$ cat config.mk
export PLATFORM = sky130hd
export DESIGN_NAME = srcp_port
export DESIGN_NICKNAME = d
export VERILOG_FILES = /design/src/design/srcp_pkg.sv /design/src/design/srcp_port.sv
export SDC_FILE = /design/constraint.sdc
export NUM_CORES = 2
export LEC_CHECK = 0
export ABC_CLOCK_PERIOD_IN_PS = 63600
export BUFFER_PORTS_ARGS = -buffer_cell sky130_fd_sc_hd__buf_4
export CORE_MARGIN = 2
export CORE_UTILIZATION = 45
export DETAILED_ROUTE_END_ITERATION = 10
export GPL_TIMING_DRIVEN = 0
export SKIP_CTS_REPAIR_TIMING = 1
export SYNTH_ARGS = -nofsm -noshare
export SYNTH_HDL_FRONTEND = slang
export SYNTH_SLANG_ARGS = --single-unit
$ cat constraint.sdc
create_clock -name ref_clk -period 63.6 [get_ports ref_clk]
set_input_delay 9.54 -clock ref_clk [delete_from_list [all_inputs] [get_ports ref_clk]]
set_output_delay 9.54 -clock ref_clk [all_outputs]
set_load 0.02 [all_outputs]
$ cat src/design/srcp_pkg.sv
package srcp_pkg;
   localparam int CLK_HZ = 20_000_000;
   localparam int BAUD_DEF = 9600;
   localparam logic [15:0] BAUD_DIV_DEF = 16'(CLK_HZ / BAUD_DEF);
   localparam int PUSH_TOUT_MS = 100;
   localparam int PUSH_TOUT_CYC = CLK_HZ / 1000 * PUSH_TOUT_MS;
   // Register byte offsets
   localparam logic [7:0] A_CTRL = 8'h00;
   localparam logic [7:0] A_BAUD = 8'h04;
   localparam logic [7:0] A_FMT = 8'h08;
   localparam logic [7:0] A_JSEL = 8'h0C;
   localparam logic [7:0] A_JRES = 8'h10;
   localparam logic [7:0] A_PUSH = 8'h14;
   localparam logic [7:0] A_TOUT = 8'h18;
   localparam logic [7:0] A_STAT = 8'h1C;
   localparam logic [7:0] A_GO = 8'h20;
   localparam logic [7:0] A_VAL = 8'h30;
   localparam logic [7:0] A_VAL_END = 8'h3C;
   // Field positions and reset values
   localparam int C_PUSH = 0;
   localparam int C_PAR = 1;
   localparam int C_EIGHT = 3;
   localparam int C_TWO = 4;
   localparam int F_DWORD = 8;
   localparam int S_TOUT = 2;
   localparam logic [1:0] PAR_NONE = 2'h0;
   localparam logic [1:0] PAR_ODD = 2'h1;
   localparam logic [31:0] CTRL_RST = 32'h0000_0004;
   localparam logic [31:0] FMT_RST = 32'h0000_0015;
   localparam logic [31:0] PUSH_RST = 32'h0000_0000;
   // Characters and command codes
   localparam logic [7:0] CH_CR = 8'h0D;
   localparam logic [7:0] CH_ZERO = 8'h30;
   localparam logic [7:0] CH_MINUS = 8'h2D;
   localparam logic [15:0] PFX_RES = 16'h5430;
   localparam logic [15:0] CMD_T1 = 16'h5431;
   localparam logic [15:0] CMD_T2 = 16'h5432;
   localparam logic [15:0] CMD_PG = 16'h5047;
   localparam logic [15:0] CMD_RN = 16'h524E;
   localparam logic [15:0] CMD_TO = 16'h544F;
   localparam logic [15:0] CMD_TF = 16'h5446;
   localparam logic [15:0] CMD_SV = 16'h5356;
   localparam logic [23:0] ERR_PERM = 24'h453031;
   localparam logic [23:0] ERR_FORM = 24'h453032;
   localparam logic [15:0] DONE_VAL = 16'h0001;
   typedef enum logic [5:0] {
      ST_IDLE = 6'h01, ST_REPLY = 6'h02, ST_INSP = 6'h04,
      ST_RESULT = 6'h08, ST_PUSH = 6'h10, ST_PACK = 6'h20
   } srcp_state_t;
   typedef struct packed {
      logic two_stop;
      logic eight;
      logic [1:0] parity;
   } srcp_line_t;
endpackage : srcp_pkg

$ cat src/design/srcp_port.sv
module srcp_port import srcp_pkg::*; #(
   parameter logic [31:0] TOUT_RST = 32'(PUSH_TOUT_CYC)
) (
   input wire logic ref_clk,
   input wire logic rst,
   input wire logic [7:0] paddr,
   input wire logic psel,
   input wire logic penable,
   input wire logic pwrite,
   input wire logic [31:0] pwdata,
   output logic [31:0] prdata,
   output logic pready,
   output logic pslverr,
   input wire logic rxd,
   output logic txd,
   output logic [1:0] insp_req,
   input wire logic insp_done,
   output logic save_req,
   output logic run_state,
   output logic trig_enable
);
   typedef struct packed {
      srcp_state_t st;
      logic [31:0] ctrl, baud, fmt, jsel, jres, pcfg, tout, prd;
      logic [3:0][31:0] val;
      logic go_pend, run, trig_en, tout_err, save_p, pfx;
      logic [1:0] insp_p, src;
      logic [23:0] rep;
      logic [1:0] rep_n;
      logic [2:0] rep_i;
      logic [1:0] phase, bi;
      logic [2:0] vi;
      logic [3:0] ci, wi, fi;
      logic [31:0] tcnt;
      logic tx_busy;
      logic [15:0] tx_cnt, rx_cnt;
      logic [3:0] tx_bit, tx_nb, rx_bit;
      logic [11:0] tx_sh;
      logic rx_s1, rx_s2, rx_busy;
      logic [9:0] rx_sh;
      logic [15:0] cmd;
      logic [3:0] cmd_n;
      logic cmd_rdy;
   } srcp_regs_t;

   srcp_regs_t s, n;
   logic ch_v, take, rx_got;
   logic [7:0] ch, rx_ch;

   // Binary to ten BCD digits by shift and add
   function automatic logic [39:0] to_bcd(input logic [31:0] b);
      logic [39:0] d;
      d = '0;
      for (int i = 31; i >= 0; i--) begin
         for (int k = 0; k < 10; k++) begin
            if (d[k*4 +: 4] > 4'h4) d[k*4 +: 4] = d[k*4 +: 4] + 4'h3;
         end
         d = {d[38:0], b[i]};
      end
      return d;
   endfunction : to_bcd

   ////////////////////////////////////////////////////////////////////////////
   // Whole-block next state
   always_comb begin
      srcp_line_t lc;
      logic [3:0] nd, L, nw;
      logic [2:0] nv;
      logic [31:0] v, mag;
      logic [39:0] bcd;
      logic [3:0] k;
      logic par, neg, mine;
      logic [15:0] wd;
      lc = srcp_line_t'(s.ctrl[C_TWO:C_PAR]);
      nd = lc.eight ? 4'h8 : 4'h7;
      L = s.fmt[3:0];
      nv = s.fmt[6:4];
      nw = s.fmt[F_DWORD] ? 4'({nv, 1'b0}) : 4'(nv);
      v = s.val[s.vi[1:0]];
      neg = v[31];
      mag = neg ? 32'(-v) : v;
      bcd = to_bcd(mag);
      k = L - 4'h1 - s.ci;
      par = 1'b0;
      mine = 1'b0;
      wd = '0;
      n = s;
      n.insp_p = '0;
      n.save_p = 1'b0;
      ch_v = 1'b0;
      ch = CH_CR;
      rx_got = 1'b0;
      rx_ch = '0;

      // Receiver: pin passes two flops before use
      n.rx_s1 = rxd;
      n.rx_s2 = s.rx_s1;
      if (!s.rx_busy) begin
         if (!s.rx_s2) begin
            n.rx_busy = 1'b1;
            n.rx_cnt = {1'b0, s.baud[15:1]};
            n.rx_bit = '0;
         end
      end else if (s.rx_cnt != 16'h0000) begin
         n.rx_cnt = s.rx_cnt - 16'h0001;
      end else begin
         n.rx_cnt = s.baud[15:0] - 16'h0001;
         n.rx_bit = s.rx_bit + 4'h1;
         if (s.rx_bit == 4'h0) begin
            n.rx_busy = !s.rx_s2;
         end else begin
            n.rx_sh[s.rx_bit - 4'h1] = s.rx_s2;
            // Stop bit sampled: check framing and parity, then deliver
            if (s.rx_bit == nd + 4'((lc.parity != PAR_NONE)) + 4'h1) begin
               n.rx_busy = 1'b0;
               rx_ch = lc.eight ? n.rx_sh[7:0] : {1'b0, n.rx_sh[6:0]};
               par = ^rx_ch ^ n.rx_sh[nd] ^ (lc.parity == PAR_ODD);
               rx_got = s.rx_s2 && (lc.parity == PAR_NONE || !par);
            end
         end
      end

      // Command assembly; carriage return closes a command
      if (rx_got && s.st != ST_PACK) begin
         if (rx_ch == CH_CR) begin
            n.cmd_rdy = 1'b1;
         end else if (!s.cmd_rdy && s.cmd_n != 4'hF) begin
            n.cmd = {s.cmd[7:0], rx_ch};
            n.cmd_n = s.cmd_n + 4'h1;
         end
      end

      // Character source; one sequencer owns the transmitter
      case (s.st)
         ST_IDLE: begin
            if (s.go_pend) begin
               // Pending output has priority over slave commands
               n.st = s.ctrl[C_PUSH] ? ST_PUSH : ST_RESULT;
               n.pfx = 1'b0;
               n.phase = 2'h1;
               n.vi = '0;
               n.ci = '0;
               n.fi = 4'hF;
               n.wi = '0;
               n.bi = '0;
            end else if (s.cmd_rdy) begin
               // Slave behaviour while nothing is pending
               n.cmd_rdy = 1'b0;
               n.cmd_n = '0;
               n.st = ST_REPLY;
               n.rep_i = '0;
               n.rep_n = 2'h2;
               n.rep = {s.cmd, 8'h00};
               if (s.cmd_n != 4'h2) begin
                  n.rep = ERR_FORM;
                  n.rep_n = 2'h3;
               end else begin
                  case (s.cmd)
                     CMD_T1, CMD_T2: mine = s.run;
                     CMD_PG, CMD_TO, CMD_TF: mine = s.run;
                     CMD_RN, CMD_SV: mine = !s.run;
                     default: begin
                        n.rep = ERR_FORM;
                        n.rep_n = 2'h3;
                     end
                  endcase
                  if (n.rep_n == 2'h2 && !mine) begin
                     n.rep = ERR_PERM;
                     n.rep_n = 2'h3;
                  end
                  // Actions take effect before the echo leaves
                  if (mine) begin
                     case (s.cmd)
                        CMD_T1: n.src = 2'h1;
                        CMD_T2: n.src = 2'h2;
                        CMD_PG: n.run = 1'b0;
                        CMD_RN: n.run = 1'b1;
                        CMD_TO: n.trig_en = 1'b1;
                        CMD_TF: n.trig_en = 1'b0;
                        CMD_SV: n.save_p = 1'b1;
                        default: n.src = '0;
                     endcase
                  end
               end
            end
         end
         ST_REPLY: begin
            ch_v = 1'b1;
            // Index rep_n hands over the closing carriage return
            if (s.rep_i != {1'b0, s.rep_n}) ch = s.rep[23 - 8*s.rep_i -: 8];
            else ch = CH_CR;
            if (!s.tx_busy && s.rep_i == {1'b0, s.rep_n} + 3'h1) begin
               // Inspection starts only once the echo is out
               n.st = (s.src != 2'h0) ? ST_INSP : ST_IDLE;
               n.insp_p = s.src;
            end
         end
         ST_INSP: begin
            if (insp_done) begin
               n.st = ST_RESULT;
               n.src = '0;
               n.pfx = 1'b1;
               n.phase = 2'h0;
               n.vi = '0;
               n.ci = '0;
               n.fi = 4'hF;
            end
         end
         ST_RESULT: begin
            ch_v = 1'b1;
            case (s.phase)
               2'h0: ch = s.ci[0] ? PFX_RES[7:0] : PFX_RES[15:8];
               2'h1: begin
                  if (nv == 3'h0) ch_v = 1'b0;
                  else if (neg && s.ci == 4'h0) ch = CH_MINUS;
                  else if (k < 4'hA) ch = CH_ZERO | {4'h0, bcd[k*4 +: 4]};
                  else ch = CH_ZERO;
               end
               2'h2: begin
                  ch_v = s.jsel[s.fi];
                  ch = CH_ZERO | {7'h00, s.jres[s.fi]};
               end
               default: ch = CH_CR;
            endcase
         end
         ST_PUSH: begin
            ch_v = 1'b1;
            // Word wi goes to register start+wi; last record is the flag
            if (s.wi == nw) begin
               n.rep[15:0] = s.pcfg[31:16];
               wd = DONE_VAL;
            end else begin
               n.rep[15:0] = s.pcfg[15:0] + 16'(s.wi);
               if (s.fmt[F_DWORD]) wd = s.wi[0] ? s.val[s.wi[2:1]][31:16]
                                               : s.val[s.wi[2:1]][15:0];
               else wd = s.val[s.wi[1:0]][15:0];
            end
            case (s.bi)
               2'h0: ch = n.rep[15:8];
               2'h1: ch = n.rep[7:0];
               2'h2: ch = wd[15:8];
               default: ch = wd[7:0];
            endcase
         end
         ST_PACK: begin
            if (rx_got) begin
               n.wi = s.wi + 4'h1;
               n.st = (s.wi == nw) ? ST_IDLE : ST_PUSH;
               n.go_pend = s.wi != nw;
            end else if (s.tcnt == 32'h0) begin
               n.tout_err = 1'b1;
               n.st = ST_IDLE;
               n.go_pend = 1'b0;
            end else begin
               n.tcnt = s.tcnt - 32'h1;
            end
         end
         default: n.st = ST_IDLE;
      endcase

      // Sequencer advance on each character handed over
      take = ch_v && !s.tx_busy && !(s.st == ST_REPLY && s.rep_i == {1'b0, s.rep_n} + 3'h1);
      if (s.st == ST_REPLY && take) n.rep_i = s.rep_i + 3'h1;
      if (s.st == ST_RESULT && (take || !ch_v)) begin
         case (s.phase)
            2'h0: begin
               n.ci = s.ci + 4'h1;
               if (s.ci == 4'h1) begin
                  n.phase = 2'h1;
                  n.ci = '0;
               end
            end
            2'h1: begin
               n.ci = s.ci + 4'h1;
               if (nv == 3'h0 || (s.ci == L - 4'h1 && s.vi == nv - 3'h1)) begin
                  n.phase = 2'h2;
                  n.ci = '0;
               end else if (s.ci == L - 4'h1) begin
                  n.ci = '0;
                  n.vi = s.vi + 3'h1;
               end
            end
            2'h2: begin
               n.fi = s.fi - 4'h1;
               if (s.fi == 4'h0) n.phase = 2'h3;
            end
            default: begin
               n.st = ST_IDLE;
               n.go_pend = s.pfx ? s.go_pend : 1'b0;
            end
         endcase
      end
      if (s.st == ST_PUSH && take) begin
         n.bi = s.bi + 2'h1;
         if (s.bi == 2'h3) begin
            n.st = ST_PACK;
            n.tcnt = s.tout;
         end
      end

      // Transmitter: frame built LSB first, idle register is all ones
      if (take) begin
         n.tx_sh = '1;
         n.tx_sh[0] = 1'b0;
         for (int i = 0; i < 8; i++) begin
            if (4'(i) < nd) n.tx_sh[i + 1] = ch[i];
         end
         if (lc.parity != PAR_NONE) begin
            n.tx_sh[nd + 4'h1] = ^(lc.eight ? ch : {1'b0, ch[6:0]})
                                  ^ (lc.parity == PAR_ODD);
         end
         n.tx_nb = nd + 4'h2 + 4'((lc.parity != PAR_NONE)) + 4'(lc.two_stop);
         n.tx_busy = 1'b1;
         n.tx_bit = '0;
         n.tx_cnt = s.baud[15:0] - 16'h0001;
      end else if (s.tx_busy) begin
         n.tx_cnt = s.tx_cnt - 16'h0001;
         if (s.tx_cnt == 16'h0000) begin
            n.tx_cnt = s.baud[15:0] - 16'h0001;
            n.tx_sh = {1'b1, s.tx_sh[11:1]};
            n.tx_bit = s.tx_bit + 4'h1;
            n.tx_busy = s.tx_bit != s.tx_nb - 4'h1;
         end
      end

      // APB: read data latched in setup, writes in access phase
      if (psel && !penable) begin
         case (paddr)
            A_CTRL: n.prd = s.ctrl;
            A_BAUD: n.prd = s.baud;
            A_FMT: n.prd = s.fmt;
            A_JSEL: n.prd = s.jsel;
            A_JRES: n.prd = s.jres;
            A_PUSH: n.prd = s.pcfg;
            A_TOUT: n.prd = s.tout;
            A_STAT: n.prd = {22'h000000, s.st, 1'b0, s.tout_err, s.trig_en, s.run};
            A_GO: n.prd = {31'h0, s.go_pend};
            default: n.prd = (paddr >= A_VAL && paddr <= A_VAL_END) ?
                             s.val[paddr[3:2]] : 32'h0;
         endcase
      end
      if (psel && penable && pwrite) begin
         case (paddr)
            A_CTRL: n.ctrl = pwdata;
            A_BAUD: n.baud = {16'h0000, pwdata[15:0]};
            A_FMT: n.fmt = pwdata;
            A_JSEL: n.jsel = pwdata;
            A_JRES: n.jres = pwdata;
            A_PUSH: n.pcfg = pwdata;
            A_TOUT: n.tout = pwdata;
            A_STAT: n.tout_err = n.tout_err & ~(pwdata[S_TOUT] & !(s.tcnt == 32'h0
                                 && s.st == ST_PACK && !rx_got));
            A_GO: n.go_pend = n.go_pend | pwdata[0];
            default: if (paddr >= A_VAL && paddr <= A_VAL_END) n.val[paddr[3:2]] = pwdata;
         endcase
      end
   end

   ////////////////////////////////////////////////////////////////////////////
   // State register; sync reset
   always_ff @(posedge ref_clk) begin
      if (rst) begin
         s <= '0;
         s.st <= ST_IDLE;
         s.ctrl <= CTRL_RST;
         s.baud <= {16'h0000, BAUD_DIV_DEF};
         s.fmt <= FMT_RST;
         s.pcfg <= PUSH_RST;
         s.tout <= TOUT_RST;
         s.run <= 1'b1;
         s.trig_en <= 1'b1;
         s.tx_sh <= '1;
         s.rx_s1 <= 1'b1;
         s.rx_s2 <= 1'b1;
      end else begin
         s <= n;
      end
   end

   // Outputs
   assign txd = s.tx_sh[0];
   assign prdata = s.prd;
   assign pready = 1'b1;
   assign pslverr = psel && penable && !(paddr <= A_GO || (paddr >= A_VAL && paddr <= A_VAL_END))
                    || psel && penable && paddr[1:0] != 2'h0;
   assign insp_req = s.insp_p;
   assign save_req = s.save_p;
   assign run_state = s.run;
   assign trig_enable = s.trig_en;
endmodule : srcp_port

==> summary.txt <==
Routability cong. = 0.986
Reg2reg path depth = 143
Hold Startpoint = n[32]
Filler Cell Count = 12700
GRT overflow = 0
Vias in the first global route = 57000
Post-synth top area cell = dfxtp_1
Worst-Skew Late Latency = 0.68 ns
Crit share post-route = 59.7%
Layout cells sized above 1 = 9.73%
Max FO, Critical Path = 10
Yosys reg bits = 552
Drt initial violations = 6600
Post-synthesis sequential area ratio = 19.2%
Commonest cells post-synth = nand2_1 (1174), a21oi_1 (651), nor2_1 (616)
PortBufs = 68
Fin crit period = 37.95 ns
TritonCTS Buffers = 54
Largest net degree at the start of global routing = 17
Syn Inst Count = 7714
R2R Path Start = s[136]
Drt pass-1 iters = 7
Post-synth EDFFs = 0
Crit path arrival time = 38.52 ns
DR vias = 61900
Synth top area share = 19.2%
Hold path endpoint = s[32]
CTS root buf = clkbuf_16
Top Ports = 87
Post-layout util = 48.8%
Post-route antenna net violation count = 0
Sink Count = 552
Post-DR wirelength/cell = 21.7 um
Clock buffer depth = 3
Ys async rst share = 0%
Slew Viols, Final = 0
Primary FF master, synth = dfxtp_1
Drt via density = 6.49
DIE AREA = 131000 um2
WP data required = 64.17 ns
Critical Path Most Common Cell = ha_1
Final setup vio count = 0
DRC = 0
Hold slack = 0.409 ns
Fmax achieved = 26.4 MHz
CTS clock-pin slew for the worst setup and hold paths = 0.08 ns
Count leader, synth = nand2_1
Kind of critical path = reg -> reg
Syn nets = 7993
Worst Hold Class = reg -> reg
Initial antenna violation count = 6
Multi-input logic area = 43200 um2
Final setup margin = 25.65 ns
Die Wd = 362 um
Initial core utilization = 45.3%
FF/Latch Area = 11100 um2
Std-Cell Core Area = 127000 um2
Mapped Area = 57600 um2
Area Overhead vs Synth = 7.82%
Worst Skew = 0.0510 ns
Total global routing track utilization = 30.1%
Actual slew at the worst max-slew pin = 1.37 ns
Worst Setup Start Kind = flop
Critical Path Slowest Stage Cell = nor4_1
Synth cell types = 149
RSZ-0062 raised after global routing = false
Cell Rows = 131
Max_cap viols = 0
Syn avg cell area = 7.47 um2
Final Hold Fails = 0
Total Nets Final = 8117
DP HPWL = 159000 um
CTS H-tree lvls = 2
CTS tree = done
Worst slew margin = 7.83%
Synth area leaders = dfxtp_1 (19%), nand2_1 (7.6%), a21oi_1 (5.7%)
R2R Path End = s[43]
Final TNS setup = 0 ns
First-pass GRT wire length = 323000 um
FF-to-FF setup slack = 25.65 ns
Slowest Stage Delay on Critical Path = 1.07 ns
Routed WL = 207000 um
Hold depth = 1
Dpl ws = 26.42 ns
YS warnings = 0
Die H = 362 um
Element type at the critical path end = flop
Status = finished clean
[registers in the layout, indices dropped and copies added, names as in the netlist]
name	flops
s	513
prdata	32
insp_req	2
n	1
run_state	1
save_req	1
trig_enable	1
txd	1
[layer usage]
| layer | track usage (%) | up-vias | part of all wire, % |
|---|---|---|---|
| met1 | 38.7 | 29500 | 42 |
| met5 | 0 | - | 0.015 |
| met3 | 3.72 | 490 | 7.5 |
| met2 | 50.3 | 2598 | 46 |
| li1 | - | 29400 | - |
| met4 | 13.6 | 6 | 5.1 |
[placed cells by master, fill, tap and decap left out, types with 186 or more instances in the layout]
cell      Yosys  final
ha_1        229    229
a21oi_1     651    651
a211oi_1    189    189
o21ai_0     249    249
clkbuf_1    390    394
nor2_1      616    616
mux2i_1     186    186
nor3_1      211    211
dfxtp_1     552    552
inv_1       220    220
nand3_1     230    230
nand2_1    1174   1174
[worst max-delay path by stage]
stage                      start    end  slack [ns]  cells past startpoint
after global routing      s[136]  s[43]       22.69                    143
after global placement    s[136]  s[43]       26.75                    145
after floorplan           s[136]  s[43]       33.35                    138
after detailed placement  s[136]  s[43]       26.42                    145
after CTS                 s[136]  s[43]       26.18                    144
final                     s[136]  s[43]       25.65                    143
[stage by stage]
step / area, um2 / std cells
global placement: 60200 / 9444
detailed placement: 60200 / 9444
finish: 62100 / 9545
CTS: 62100 / 9542
floorplan: 57600 / 7714
global route: 62100 / 9544
[cell type report]
cell class                 count  share of cell area [%]
antenna                        3                  0.0121
buffer                       566                    3.98
clock buffer                  65                    2.37
clock inverter                33                   0.697
inverter                     229                    1.38
multi-input combinational   6367                    69.6
sequential                   552                    17.8
tap                         1662                    3.35
timing repair buffer          68                   0.822
[worst max-delay path, delay by kind of cell, from the launching register on]
kind            cells  cell delay, ns
compound gates     44           11.58
xor+xnor           11            3.58
fa+ha+maj          21            4.88
buf+inv            28            7.39
flops               1            0.33
mux                 6            2.02
simple gates       33            8.00
[cell families (layout without fill, tap and decap cells)]
group,after synthesis,after routing,synth area share [%]
AOI/OAI and AO/OA,2435,2435,30.8
buffers and inverters,795,961,5.78
adders and majority gates,234,234,5.11
muxes,397,397,9.87
other,1,4,0.00651
and+or+nand+nor,3056,3056,25.3
DFF,552,552,19.2
xor gates and xnor gates,244,244,3.93
Power is left out: the tool's default activity adds up to more than one toggle a clock period on the data nets, which glitch-free logic cannot reach.
